==> config.mk <==
export PLATFORM = sky130hd
export DESIGN_NAME = aai_interrupt_logic
export DESIGN_NICKNAME = d
export VERILOG_FILES = /design/src/rtl/aai_pkg.sv /design/src/rtl/aai_interrupt_logic.sv
export SDC_FILE = /design/constraint.sdc
export NUM_CORES = 1
export LEC_CHECK = 0
export CAP_MARGIN = 20
export CELL_PAD_IN_SITES_DETAIL_PLACEMENT = 1
export CELL_PAD_IN_SITES_GLOBAL_PLACEMENT = 1
export CORE_MARGIN = 2
export CORE_UTILIZATION = 48
export CTS_CLUSTER_SIZE = 25
export DETAILED_ROUTE_END_ITERATION = 10
export DONT_BUFFER_PORTS = 1
export PLACE_DENSITY = 0.88
export SLEW_MARGIN = 10
export SYNTH_ARGS = -nofsm -noshare
export SYNTH_HDL_FRONTEND = slang
export SYNTH_SLANG_ARGS = --single-unit
==> constraint.sdc <==
create_clock -name core_clk -period 2.4 [get_ports core_clk]
set_input_delay 0.48 -clock core_clk [delete_from_list [all_inputs] [get_ports core_clk]]
set_output_delay 0.48 -clock core_clk [all_outputs]
set_load 0.005 [all_outputs]
==> src/rtl/aai_pkg.sv <==
// package for the amplifier interrupt block: register indices, field layout,
// reset values and timing counts.
// assumes a 25 MHz core clock and 32-bit AXI4-Lite data.
package aai_pkg;

    // ==========================================================
    // clock and timing
    // ==========================================================
    localparam int CLK_MHZ   = 25;                                    // core clock rate
    localparam int PULSE_NS  = 80;                                    // width of one pulse
    localparam int PULSE_CYC = (PULSE_NS * CLK_MHZ + 999) / 1000;     // rounded up, 2
    localparam int TRAIN_NS  = 640;                                   // pulse train period
    localparam int TRAIN_CYC = (TRAIN_NS * CLK_MHZ) / 1000;           // rounded down, 16
    localparam int CNT_W     = 8;                                     // counter width

    // ==========================================================
    // register indices (byte address is four times the index)
    // ==========================================================
    localparam logic [7:0] IDX_FLAG_OC  = 8'h2A;   // sticky overcurrent flag, read clears
    localparam logic [7:0] IDX_FLAG_OV  = 8'h2C;   // sticky overflow flags, read clears
    localparam logic [7:0] IDX_CFG_ONE  = 8'h30;   // config of interrupt_out_one
    localparam logic [7:0] IDX_CFG_TWO  = 8'h31;   // config of interrupt_out_two
    localparam logic [7:0] IDX_RT_GPIO  = 8'h34;   // general pin routing
    localparam logic [7:0] IDX_RT_DOUT  = 8'h35;   // data-out pin routing
    localparam logic [7:0] IDX_RT_MISO  = 8'h37;   // spi data-out pin routing
    localparam logic [7:0] IDX_IRQ_STAT = 8'h40;   // interrupt status, write one to clear
    localparam logic [7:0] IDX_IRQ_MASK = 8'h41;   // interrupt mask

    // ==========================================================
    // field layout and reset values
    // ==========================================================
    localparam int OV_W       = 3;                 // number of overflow sources
    localparam int CFG_MODE   = 0;                 // 0 single pulse, 1 pulse train
    localparam int CFG_OV_LSB = 4;                 // overflow enables [6:4]
    localparam int CFG_OC     = 7;                 // overcurrent enable
    localparam logic [7:0] CFG_RST   = 8'h00;
    localparam logic [7:0] ROUTE_RST = 8'h00;
    localparam logic [1:0] ROUTE_OFF = 2'h0;       // pin not used for an interrupt
    localparam logic [1:0] ROUTE_ONE = 2'h1;       // pin carries interrupt_out_one
    localparam logic [1:0] ROUTE_TWO = 2'h2;       // pin carries interrupt_out_two
    localparam logic [1:0] RESP_OKAY   = 2'h0;
    localparam logic [1:0] RESP_SLVERR = 2'h2;

    typedef enum logic
    {
        AAI_ONE_PULSE   = 1'b0,
        AAI_PULSE_TRAIN = 1'b1
    } aai_mode_t;

endpackage : aai_pkg
==> src/rtl/aai_interrupt_logic.sv <==
// interrupt logic of a mono speaker amplifier: event flags, two interrupt
// outputs, pin routing and an axi4-lite register slave.
// assumes event inputs come from logic on core_clk; the host clears pulse
// trains by reading the flag registers.
`timescale 1ns/1ns
module aai_interrupt_logic
(
    input  wire logic                     core_clk,
    input  wire logic                     srst,
    input  wire logic                     ce,
    input  wire logic                     ev_hp_overcurrent,
    input  wire logic [aai_pkg::OV_W-1:0] ev_overflow,
    input  wire logic [11:0]              s_axi_awaddr,
    input  wire logic                     s_axi_awvalid,
    output logic                          s_axi_awready,
    input  wire logic [31:0]              s_axi_wdata,
    input  wire logic [3:0]               s_axi_wstrb,
    input  wire logic                     s_axi_wvalid,
    output logic                          s_axi_wready,
    output logic [1:0]                    s_axi_bresp,
    output logic                          s_axi_bvalid,
    input  wire logic                     s_axi_bready,
    input  wire logic [11:0]              s_axi_araddr,
    input  wire logic                     s_axi_arvalid,
    output logic                          s_axi_arready,
    output logic [31:0]                   s_axi_rdata,
    output logic [1:0]                    s_axi_rresp,
    output logic                          s_axi_rvalid,
    input  wire logic                     s_axi_rready,
    output logic                          interrupt_out_one,
    output logic                          interrupt_out_two,
    output logic                          gpio_int_out,
    output logic                          dout_int_out,
    output logic                          miso_int_out,
    output logic                          miso_int_sel,
    output logic                          irq
);
    import aai_pkg::*;

    // ==========================================================
    // storage
    // ==========================================================
    logic [7:0]       cfg [2];        // per output configuration
    logic [7:0]       rt_gpio;        // general pin routing
    logic [7:0]       rt_dout;        // data-out pin routing
    logic [7:0]       rt_miso;        // spi data-out routing
    logic             flag_oc;        // sticky overcurrent
    logic [OV_W-1:0]  flag_ov;        // sticky overflows
    logic             ev_oc_prev;     // for edge detection
    logic [OV_W-1:0]  ev_ov_prev;
    logic [1:0]       irq_status;     // bit c: output c triggered
    logic [1:0]       irq_mask;
    logic [CNT_W-1:0] pcnt [2];       // single pulse countdown
    logic [CNT_W-1:0] tcnt [2];       // train phase
    logic [1:0]       int_q;          // interrupt outputs
    logic             aw_held;        // write address captured
    logic             w_held;         // write data captured
    logic [11:0]      aw_addr_q;
    logic [7:0]       w_data_q;
    logic             w_lane0;        // low byte lane enabled

    // ==========================================================
    // address decode
    // ==========================================================
    // only aligned words in the low 1 KiB map to an index
    function automatic logic [8:0] aai_decode(input logic [11:0] a);
        logic [7:0] i;
        logic       ok;
        i  = a[9:2];
        ok = (a[11:10] == 2'h0) && (a[1:0] == 2'h0);
        if (ok && (i == IDX_FLAG_OC || i == IDX_FLAG_OV || i == IDX_CFG_ONE ||
                   i == IDX_CFG_TWO || i == IDX_RT_GPIO || i == IDX_RT_DOUT ||
                   i == IDX_RT_MISO || i == IDX_IRQ_STAT || i == IDX_IRQ_MASK))
            return {1'b1, i};
        return {1'b0, i};
    endfunction : aai_decode

    // pick the interrupt that a routing register names
    function automatic logic aai_route(input logic [7:0] r, input logic [1:0] iv);
        unique case (r[1:0])
            ROUTE_ONE: return iv[0];
            ROUTE_TWO: return iv[1];
            default:   return 1'b0;   // off or reserved code: pin stays low
        endcase
    endfunction : aai_route

    // ==========================================================
    // axi4-lite handshakes
    // ==========================================================
    logic [8:0] wr_dec;
    logic [8:0] rd_dec;
    logic       wr_go;
    logic       ar_fire;
    assign s_axi_awready = ce && !aw_held && !s_axi_bvalid;
    assign s_axi_wready  = ce && !w_held && !s_axi_bvalid;
    assign s_axi_arready = ce && !s_axi_rvalid;
    assign wr_go   = ce && aw_held && w_held && !s_axi_bvalid;
    assign ar_fire = s_axi_arvalid && s_axi_arready;
    assign wr_dec  = aai_decode(aw_addr_q);
    assign rd_dec  = aai_decode(s_axi_araddr);

    logic rd_clr_oc;
    logic rd_clr_ov;
    assign rd_clr_oc = ar_fire && rd_dec[8] && rd_dec[7:0] == IDX_FLAG_OC;
    assign rd_clr_ov = ar_fire && rd_dec[8] && rd_dec[7:0] == IDX_FLAG_OV;

    logic wr_en;   // a mapped write with the low byte lane on
    assign wr_en = wr_go && wr_dec[8] && w_lane0;

    // write address and data are taken in either order
    always_ff @(posedge core_clk)
    begin
        if (srst)
        begin
            aw_held   <= 1'b0;
            w_held    <= 1'b0;
            aw_addr_q <= 12'h000;
            w_data_q  <= 8'h00;
            w_lane0   <= 1'b0;
        end
        else if (ce)
        begin
            if (s_axi_awvalid && s_axi_awready)
            begin
                aw_held   <= 1'b1;
                aw_addr_q <= s_axi_awaddr;
            end
            else if (wr_go)
                aw_held <= 1'b0;
            if (s_axi_wvalid && s_axi_wready)
            begin
                w_held   <= 1'b1;
                w_data_q <= s_axi_wdata[7:0];
                w_lane0  <= s_axi_wstrb[0];
            end
            else if (wr_go)
                w_held <= 1'b0;
        end
    end

    // write response one cycle after both halves are held
    always_ff @(posedge core_clk)
    begin
        if (srst)
        begin
            s_axi_bvalid <= 1'b0;
            s_axi_bresp  <= RESP_OKAY;
        end
        else if (ce)
        begin
            if (wr_go)
            begin
                s_axi_bvalid <= 1'b1;
                s_axi_bresp  <= wr_dec[8] ? RESP_OKAY : RESP_SLVERR;
            end
            else if (s_axi_bready)
                s_axi_bvalid <= 1'b0;
        end
    end

    // read data one cycle after the address; flag reads clear their flags
    always_ff @(posedge core_clk)
    begin
        if (srst)
        begin
            s_axi_rvalid <= 1'b0;
            s_axi_rdata  <= 32'h0000_0000;
            s_axi_rresp  <= RESP_OKAY;
        end
        else if (ce)
        begin
            if (ar_fire)
            begin
                s_axi_rvalid <= 1'b1;
                s_axi_rresp  <= rd_dec[8] ? RESP_OKAY : RESP_SLVERR;
                unique case (rd_dec[7:0])
                    IDX_FLAG_OC:  s_axi_rdata <= {31'h0, flag_oc};
                    IDX_FLAG_OV:  s_axi_rdata <= {{(32-OV_W){1'b0}}, flag_ov};
                    IDX_CFG_ONE:  s_axi_rdata <= {24'h0, cfg[0]};
                    IDX_CFG_TWO:  s_axi_rdata <= {24'h0, cfg[1]};
                    IDX_RT_GPIO:  s_axi_rdata <= {24'h0, rt_gpio};
                    IDX_RT_DOUT:  s_axi_rdata <= {24'h0, rt_dout};
                    IDX_RT_MISO:  s_axi_rdata <= {24'h0, rt_miso};
                    IDX_IRQ_STAT: s_axi_rdata <= {30'h0, irq_status};
                    IDX_IRQ_MASK: s_axi_rdata <= {30'h0, irq_mask};
                    default:      s_axi_rdata <= 32'h0000_0000;  // indices of no register read zero
                endcase
            end
            else if (s_axi_rready)
                s_axi_rvalid <= 1'b0;
        end
    end

    // ==========================================================
    // configuration registers
    // ==========================================================
    always_ff @(posedge core_clk)
    begin
        if (srst)
        begin
            cfg[0]   <= CFG_RST;
            cfg[1]   <= CFG_RST;
            rt_gpio  <= ROUTE_RST;
            rt_dout  <= ROUTE_RST;
            rt_miso  <= ROUTE_RST;
            irq_mask <= 2'h0;
        end
        else if (ce && wr_en)
        begin
            unique case (wr_dec[7:0])
                IDX_CFG_ONE:  cfg[0]   <= w_data_q;
                IDX_CFG_TWO:  cfg[1]   <= w_data_q;
                IDX_RT_GPIO:  rt_gpio  <= w_data_q;
                IDX_RT_DOUT:  rt_dout  <= w_data_q;
                IDX_RT_MISO:  rt_miso  <= w_data_q;
                IDX_IRQ_MASK: irq_mask <= w_data_q[1:0];
                default:      ;                           // flags and status handled below
            endcase
        end
    end

    // ==========================================================
    // event flags
    // ==========================================================
    // a new event in the cycle of the clearing read wins, so nothing is lost
    always_ff @(posedge core_clk)
    begin
        if (srst)
        begin
            flag_oc    <= 1'b0;
            flag_ov    <= '0;
            ev_oc_prev <= 1'b0;
            ev_ov_prev <= '0;
        end
        else if (ce)
        begin
            flag_oc    <= (flag_oc & ~rd_clr_oc) | ev_hp_overcurrent;
            flag_ov    <= (flag_ov & {OV_W{~rd_clr_ov}}) | ev_overflow;
            ev_oc_prev <= ev_hp_overcurrent;
            ev_ov_prev <= ev_overflow;
        end
    end

    // ==========================================================
    // per output trigger and pending terms
    // ==========================================================
    logic [1:0] trig;   // rising edge of an enabled event
    logic [1:0] pend;   // an enabled flag is still unread
    logic [1:0] mode;   // 1 means pulse train
    always_comb
    begin
        for (int c = 0; c < 2; c++)
        begin
            trig[c] = (cfg[c][CFG_OC] & ev_hp_overcurrent & ~ev_oc_prev)
                    | (|(cfg[c][CFG_OV_LSB +: OV_W] & ev_overflow & ~ev_ov_prev));
            pend[c] = (cfg[c][CFG_OC] & flag_oc)
                    | (|(cfg[c][CFG_OV_LSB +: OV_W] & flag_ov));
            mode[c] = cfg[c][CFG_MODE];
        end
    end

    // ==========================================================
    // pulse generation
    // ==========================================================
    // the train only runs while pend holds, so reading the flags stops it
    always_ff @(posedge core_clk)
    begin
        if (srst)
        begin
            int_q   <= 2'h0;
            pcnt[0] <= '0;
            pcnt[1] <= '0;
            tcnt[0] <= '0;
            tcnt[1] <= '0;
        end
        else if (ce)
        begin
            for (int c = 0; c < 2; c++)
            begin
                if (trig[c])
                    pcnt[c] <= CNT_W'(PULSE_CYC);
                else if (pcnt[c] != '0)
                    pcnt[c] <= pcnt[c] - 1'b1;
                if (trig[c] || !pend[c] || tcnt[c] == CNT_W'(TRAIN_CYC - 1))
                    tcnt[c] <= '0;
                else
                    tcnt[c] <= tcnt[c] + 1'b1;
                if (mode[c] == AAI_PULSE_TRAIN)
                    int_q[c] <= pend[c] && (tcnt[c] < CNT_W'(PULSE_CYC));
                else
                    int_q[c] <= trig[c] || (pcnt[c] > CNT_W'(1));
            end
        end
    end
    assign interrupt_out_one = int_q[0];
    assign interrupt_out_two = int_q[1];

    // ==========================================================
    // pin routing and host interrupt
    // ==========================================================
    always_ff @(posedge core_clk)
    begin
        if (srst)
        begin
            gpio_int_out <= 1'b0;
            dout_int_out <= 1'b0;
            miso_int_out <= 1'b0;
            miso_int_sel <= 1'b0;
        end
        else if (ce)
        begin
            gpio_int_out <= aai_route(rt_gpio, int_q);
            dout_int_out <= aai_route(rt_dout, int_q);
            miso_int_out <= aai_route(rt_miso, int_q);
            miso_int_sel <= rt_miso[1:0] != ROUTE_OFF;
        end
    end

    // status bits set by triggers, cleared by writing one; set wins
    always_ff @(posedge core_clk)
    begin
        if (srst)
            irq_status <= 2'h0;
        else if (ce)
        begin
            if (wr_en && wr_dec[7:0] == IDX_IRQ_STAT)
                irq_status <= (irq_status & ~w_data_q[1:0]) | trig;
            else
                irq_status <= irq_status | trig;
        end
    end
    assign irq = |(irq_status & irq_mask);
endmodule : aai_interrupt_logic

# Word-level counts from Yosys, hierarchy flattened
# Memories as Yosys holds them, arrays and structs flattened.
# Index checks and enable logic that the tools add are counted.
# classes
bitwise,39
n_eq_ne,42
addsub,4
reduce_logical,80
n_lt_le_gt_ge,4
muxes,76
# op_table
operator,count
$eq A8 B6 Y1 const B,26
$mux W8,10
$pmux W8 S9,1
$eq A8 B7 Y1 const B,8
$mux W1,55
$mux W9,4
$logic_and A1 B1 Y1,24
$reduce_and A2 Y1,12
$logic_or A1 B1 Y1,22
$and A3 B3 Y3,7
$add A8 B1 Y8 const B,2
$eq A8 B4 Y1 const B,2
$gt A8 B1 Y1 const B,2
$lt A8 B2 Y1 const B,2
$reduce_bool A8 Y1,2
$sub A8 B1 Y8 const B,2
$or A1 B1 Y1,15
$reduce_or A3 Y1,4
$reduce_bool A2 Y1,5
$logic_not A2 Y1,4
$and A1 B1 Y1,7
$eq A2 B1 Y1 const B,3
$eq A2 B2 Y1 const B,3
$logic_not A1 Y1,6
other kinds (9),17
# word_totals
mem_count,3
out_inout_bits,48
ff_bits,103
in_bits,72
word_cells,272
ramBits,48
# memory_table
name,depth,word_bits,read_ports,rd_ports_with_merged_regs,write_ports,line,source
cfg,2,8,2,0,2,aai_interrupt_logic.sv:43,logic [7:0] cfg [2];
pcnt,2,8,2,0,2,aai_interrupt_logic.sv:53,logic [CNT_W-1:0] pcnt [2];
tcnt,2,8,2,0,2,aai_interrupt_logic.sv:54,logic [CNT_W-1:0] tcnt [2];

# Depth between registers and ports, before layout
# logic_depth
ltp_word,19
depth_mapped,6
mapped_depth_nobuf,6

# Least setup slack after synthesis
# Ideal clock, no wire load.
# synth_timing
kind,reg2reg
from,register aw_addr_q[11]
to,register rt_gpio[7]
required_time_ns,2.283
setup_slack_ns,0.266
path_stages_with_launch,6
synth_period_minus_slack_ns,2.134
path_buffers,0
setup_ns,0.117
arrival_ns,2.017
path_cell_list,dfxtp_1 or4_4 or3_4 nor4_4 mux2i_1 nor2_1
# synth_between
elab_chain_len,9
word_cells_on_any_way,10
classes_between,1 x eq/ne; 2 x mux; 7 x reduce/logical
# synth_rtl
item,line,source
from (decl),aai_interrupt_logic.sv:58,logic [11:0] aw_addr_q;
from (signal assigned),aai_interrupt_logic.sv:126,aw_addr_q <= s_axi_awaddr;
$logic_not A2 Y1 *,aai_interrupt_logic.sv:70,ok = (a[11:10] == 2'h0) && (a[1:0] == 2'h0);
$logic_and A1 B1 Y1 *,aai_interrupt_logic.sv:70,
$logic_and A1 B1 Y1 *,aai_interrupt_logic.sv:71,if (ok && (i == IDX_FLAG_OC || i == IDX_FLAG_OV || i == IDX_CFG_ONE ||
$mux W1 *,aai_interrupt_logic.sv:71,
$mux W9 *,aai_interrupt_logic.sv:75,"return {1'b0, i};"
branches (longest 3 deep; another with $eq A8 B6 Y1),-,
$reduce_and A2 Y1 (no source line) *,-,
to (signal assigned),aai_interrupt_logic.sv:213,IDX_RT_GPIO: rt_gpio <= w_data_q;
to (decl),aai_interrupt_logic.sv:44,logic [7:0] rt_gpio;
# Mark *: on every way between the ends.
# A chain may end at the register's enable or synchronous reset.

==> flow_metrics.tcl <==
set metrics [dict create \
    switching_share_pct 22.64 \
    synthMuxAreaShare_pct 7.746 \
    synthToLayoutAreaGrowth_pct 11.56 \
    synth_edf_count 48 \
    fp.dieH_microns 116.8 \
    pwr-share-clk_pct 49.7 \
    crit_type "flip-flop to flip-flop" \
    finalClockSkew_ns 0.007273 \
    rows 41 \
    r2r-start "aw_addr_q[11]" \
    relSlewSlack_pct 56.27 \
    holdCritStartpoint "srst" \
    viasPerCell 5.576 \
    synth.distinct_cells 52 \
    yosys.area_share.simple_pct 21.66 \
    drtPass1Iterations 4 \
    grt_overflow_total 0 \
    ys_ff_latch 125 \
    dp_hpwl_mm 10.97 \
    ctsHoldBuffers 0 \
    crit_slowest_cell "or4_4" \
    ys_warn_count 0 \
    synth_top_area_cell "dfxtp_1" \
    hold_viol 0 \
    die_w_microns 116.8 \
    crit_arrival_ns 2.35 \
    worst_hold_path_type "primary input to flip-flop" \
    grt_util_all_layers_pct 23.65 \
    r2r_slack_ns 0.18 \
    slew_viol_final 0 \
    yosysMostFrequentCell "nor2_1" \
    grt_max_degree 78 \
    cpPeakStageDelay_ns 0.57 \
    io_buffers 0 \
    clock_latency_ns 0.43 \
    io_pins 120 \
    r2r_cells 5 \
    drcViolationCount 0 \
    diodes 0 \
    grt_pass1_vias 4867 \
    ys_async_sr_fraction_pct 0 \
    htreeDepth 4 \
    cts_tree "done" \
    ys_top_cells_by_count "91 x nor2_1, 78 x nand2_1, 77 x dfxtp_1, 48 x edfxtp_1, 45 x mux2i_1" \
    wl_per_cell_microns 18.56 \
    cts.sinks 125 \
    p_total_w 0.005466 \
    finalSetupTns_ns 0 \
    place_inst 794 \
    hold_slack_ns 0.1263 \
    finalNetCount 729 \
    post-route-min-period_ns 2.220 \
    crit_path_end_kind "flip-flop" \
    seq_power_share_pct 43.9 \
    routed_wl_mm 15.35 \
    dieArea_sq_um 13640 \
    gp_congestion 0.8094 \
    cp_max_fo 8 \
    p_int_w 0.004229 \
    clockBufferDepth 2 \
    design.core.area_sq_um 12520 \
    synth-main-ff-cell "dfxtp_1" \
    grt_pass1_wl_mm 24.57 \
    worstSetupStartpointType "flip-flop" \
    clockRootBuffer "clkbuf_16" \
    initial_core_util_pct 48.78 \
    p_comb_share_pct 6.4 \
    num_vias 4611 \
    crit_chain "or4_4, nor3_1, nand3_1, o21bai_1, buf_4" \
    rr_endpoint "cfg[0][0]" \
    cts_made_buffers 17 \
    status "finished clean" \
    yosysTopAreaCellShare_pct 25.25 \
    drive_gt1_share_pct 6.870 \
    cellPowerDensity_nw_per_um2 802.4 \
    netlist_area_sq_um 6106 \
    syn_inst 635 \
    synth_area_leaders "dfxtp_1 25%, edfxtp_1 24%, mux2i_1 7.4%, nor2_1 5.6%, nand2_1 4.8%" \
    static-leakage-power_nw 2.536 \
    ys_seq_area_share_pct 48.85 \
    synthXorXnorAreaFrac_pct 3.586 \
    setup_viol 0 \
    drv_cap 0 \
    fin_cells 827 \
    fmax_ghz 0.4504 \
    synthAdderAreaFrac_pct 3.074 \
    drt_iter0_markers 199 \
    clk_pin_slew_worst_paths_ns 0.05 \
    tightest_slew_ns 0.6552 \
    synth_top_family_by_area "simple AND/OR/NAND/NOR gates" \
    postRouteAntennaNets 0 \
    synth_compound_area_share_pct 9.078 \
    syn-mean-instance-area_sq_um 9.616 \
    power.switching_w 0.001237 \
    ir_drop_uv 465.7 \
    min_period_over_period_pct 92.52 \
    whs_path_depth 1 \
    required_ns 2.53 \
    rsz0062_at_grt "no" \
    antenna_found_initial 0 \
    whs_endpoint "s_axi_rvalid" \
]
-- flip-flops by register name, summed over array words and instances, names as in the netlist, 12 cells and up --
register   cells
cfg           16
pcnt          16
tcnt          16
aw_addr_q     12
-- power groups by stage --
stage / sequential (W) / clock (W) / combinational, W
CTS: 0.00240 / 0.00273 / 0.000345
global placement: 0.00243 / 0 / 0.000316
floorplan: 0.00240 / 0 / 0.000336
detailed placement: 0.00244 / 0 / 0.000335
finish: 0.00240 / 0.00272 / 0.000347
global route: 0.00241 / 0.00283 / 0.000391
-- repair_timing --
| action | CTS | global route |
|---|---|---|
| buffers inserted | 0 | 1 |
| hold endpoints to repair | 0 | 0 |
| endpoints found under the setup margin | 0 | 19 |
| resized for setup | 0 | 2 |
-- final cells by class --
type / count / area, sq um
clock buffers: 23 / 500.5
well taps: 172 / 215.2
clock inverters: 9 / 130.1
multi-input cells: 475 / 2867
inverters: 15 / 56.30
fillers: 1439 / 5705
flip-flops and latches: 125 / 2983
repair buffers: 8 / 60.06
-- cells in the final DEF (no fill, tap or decap), types with 10 or more instances in the layout --
cell        n
mux2i_1    45
xnor2_1    16
ha_1       15
nor2_1     91
nor3_1     14
a21oi_1    42
nand3b_1   12
o21ai_0    14
dfxtp_1    77
nand3_1    13
a22oi_1    10
edfxtp_1   48
nand2_1    78
conb_1     26
clkbuf_16  19
inv_1      15
-- critical path, delay by kind of cell, from the launching register on --
| kind | cells | cell delay (ns) |
|---|---|---|
| compound gates | 1 | 0.20 |
| flops | 1 | 0.31 |
| buf+inv | 1 | 0.20 |
| simple gates | 3 | 1.22 |
-- per-stage QoR --
step	worst slack, ns	utilization, %	area (sq um)
after CTS	0.1211	54.26	6792
after global routing	0.09285	54.42	6812
final	0.1796	54.42	6812
after floorplan	0.2657	-	6200
after global placement	0.2576	49.22	6161
after detailed placement	0.1330	49.22	6161
-- cells by family (layout without fill, tap and decap cells) --
kind of cell / count (synthesis) / in the layout
other: 1 / 26
xor gates and xnor gates: 25 / 25
and+or+nand+nor: 271 / 271
buffers and inverters: 60 / 55
adders and majority gates: 15 / 15
muxes: 47 / 47
DFF: 125 / 125
AOI/OAI and AO/OA: 91 / 91
-- metal layers --
| metal | part of all wire (%) | vias up | track usage (%) | wire length (microns) |
|---|---|---|---|---|
| met5 | 0 | - | 0 | 0 |
| met4 | 2.0 | 0 | 8.863 | 302 |
| met3 | 4.6 | 20 | 5.819 | 700 |
| met2 | 53 | 84 | 43.39 | 8205 |
| met1 | 40 | 2294 | 26.50 | 6136 |
| li1 | - | 2213 | - | - |
-- worst max path at each step --
stage          cells after the start  slack [ns]         end           from
2_1_floorplan                      5        0.27  rt_gpio[7]  aw_addr_q[11]
3_3_place_gp                       5        0.26  pcnt[1][5]     pcnt[1][3]
3_5_place_dp                       5        0.13  pcnt[1][5]     pcnt[1][3]
4_1_cts                            5        0.12  pcnt[1][7]     pcnt[1][3]
5_1_grt                            5        0.09  pcnt[1][1]     pcnt[1][2]
6_report                           5        0.18   cfg[0][0]  aw_addr_q[11]
Power figures use the tool's default switching activity.
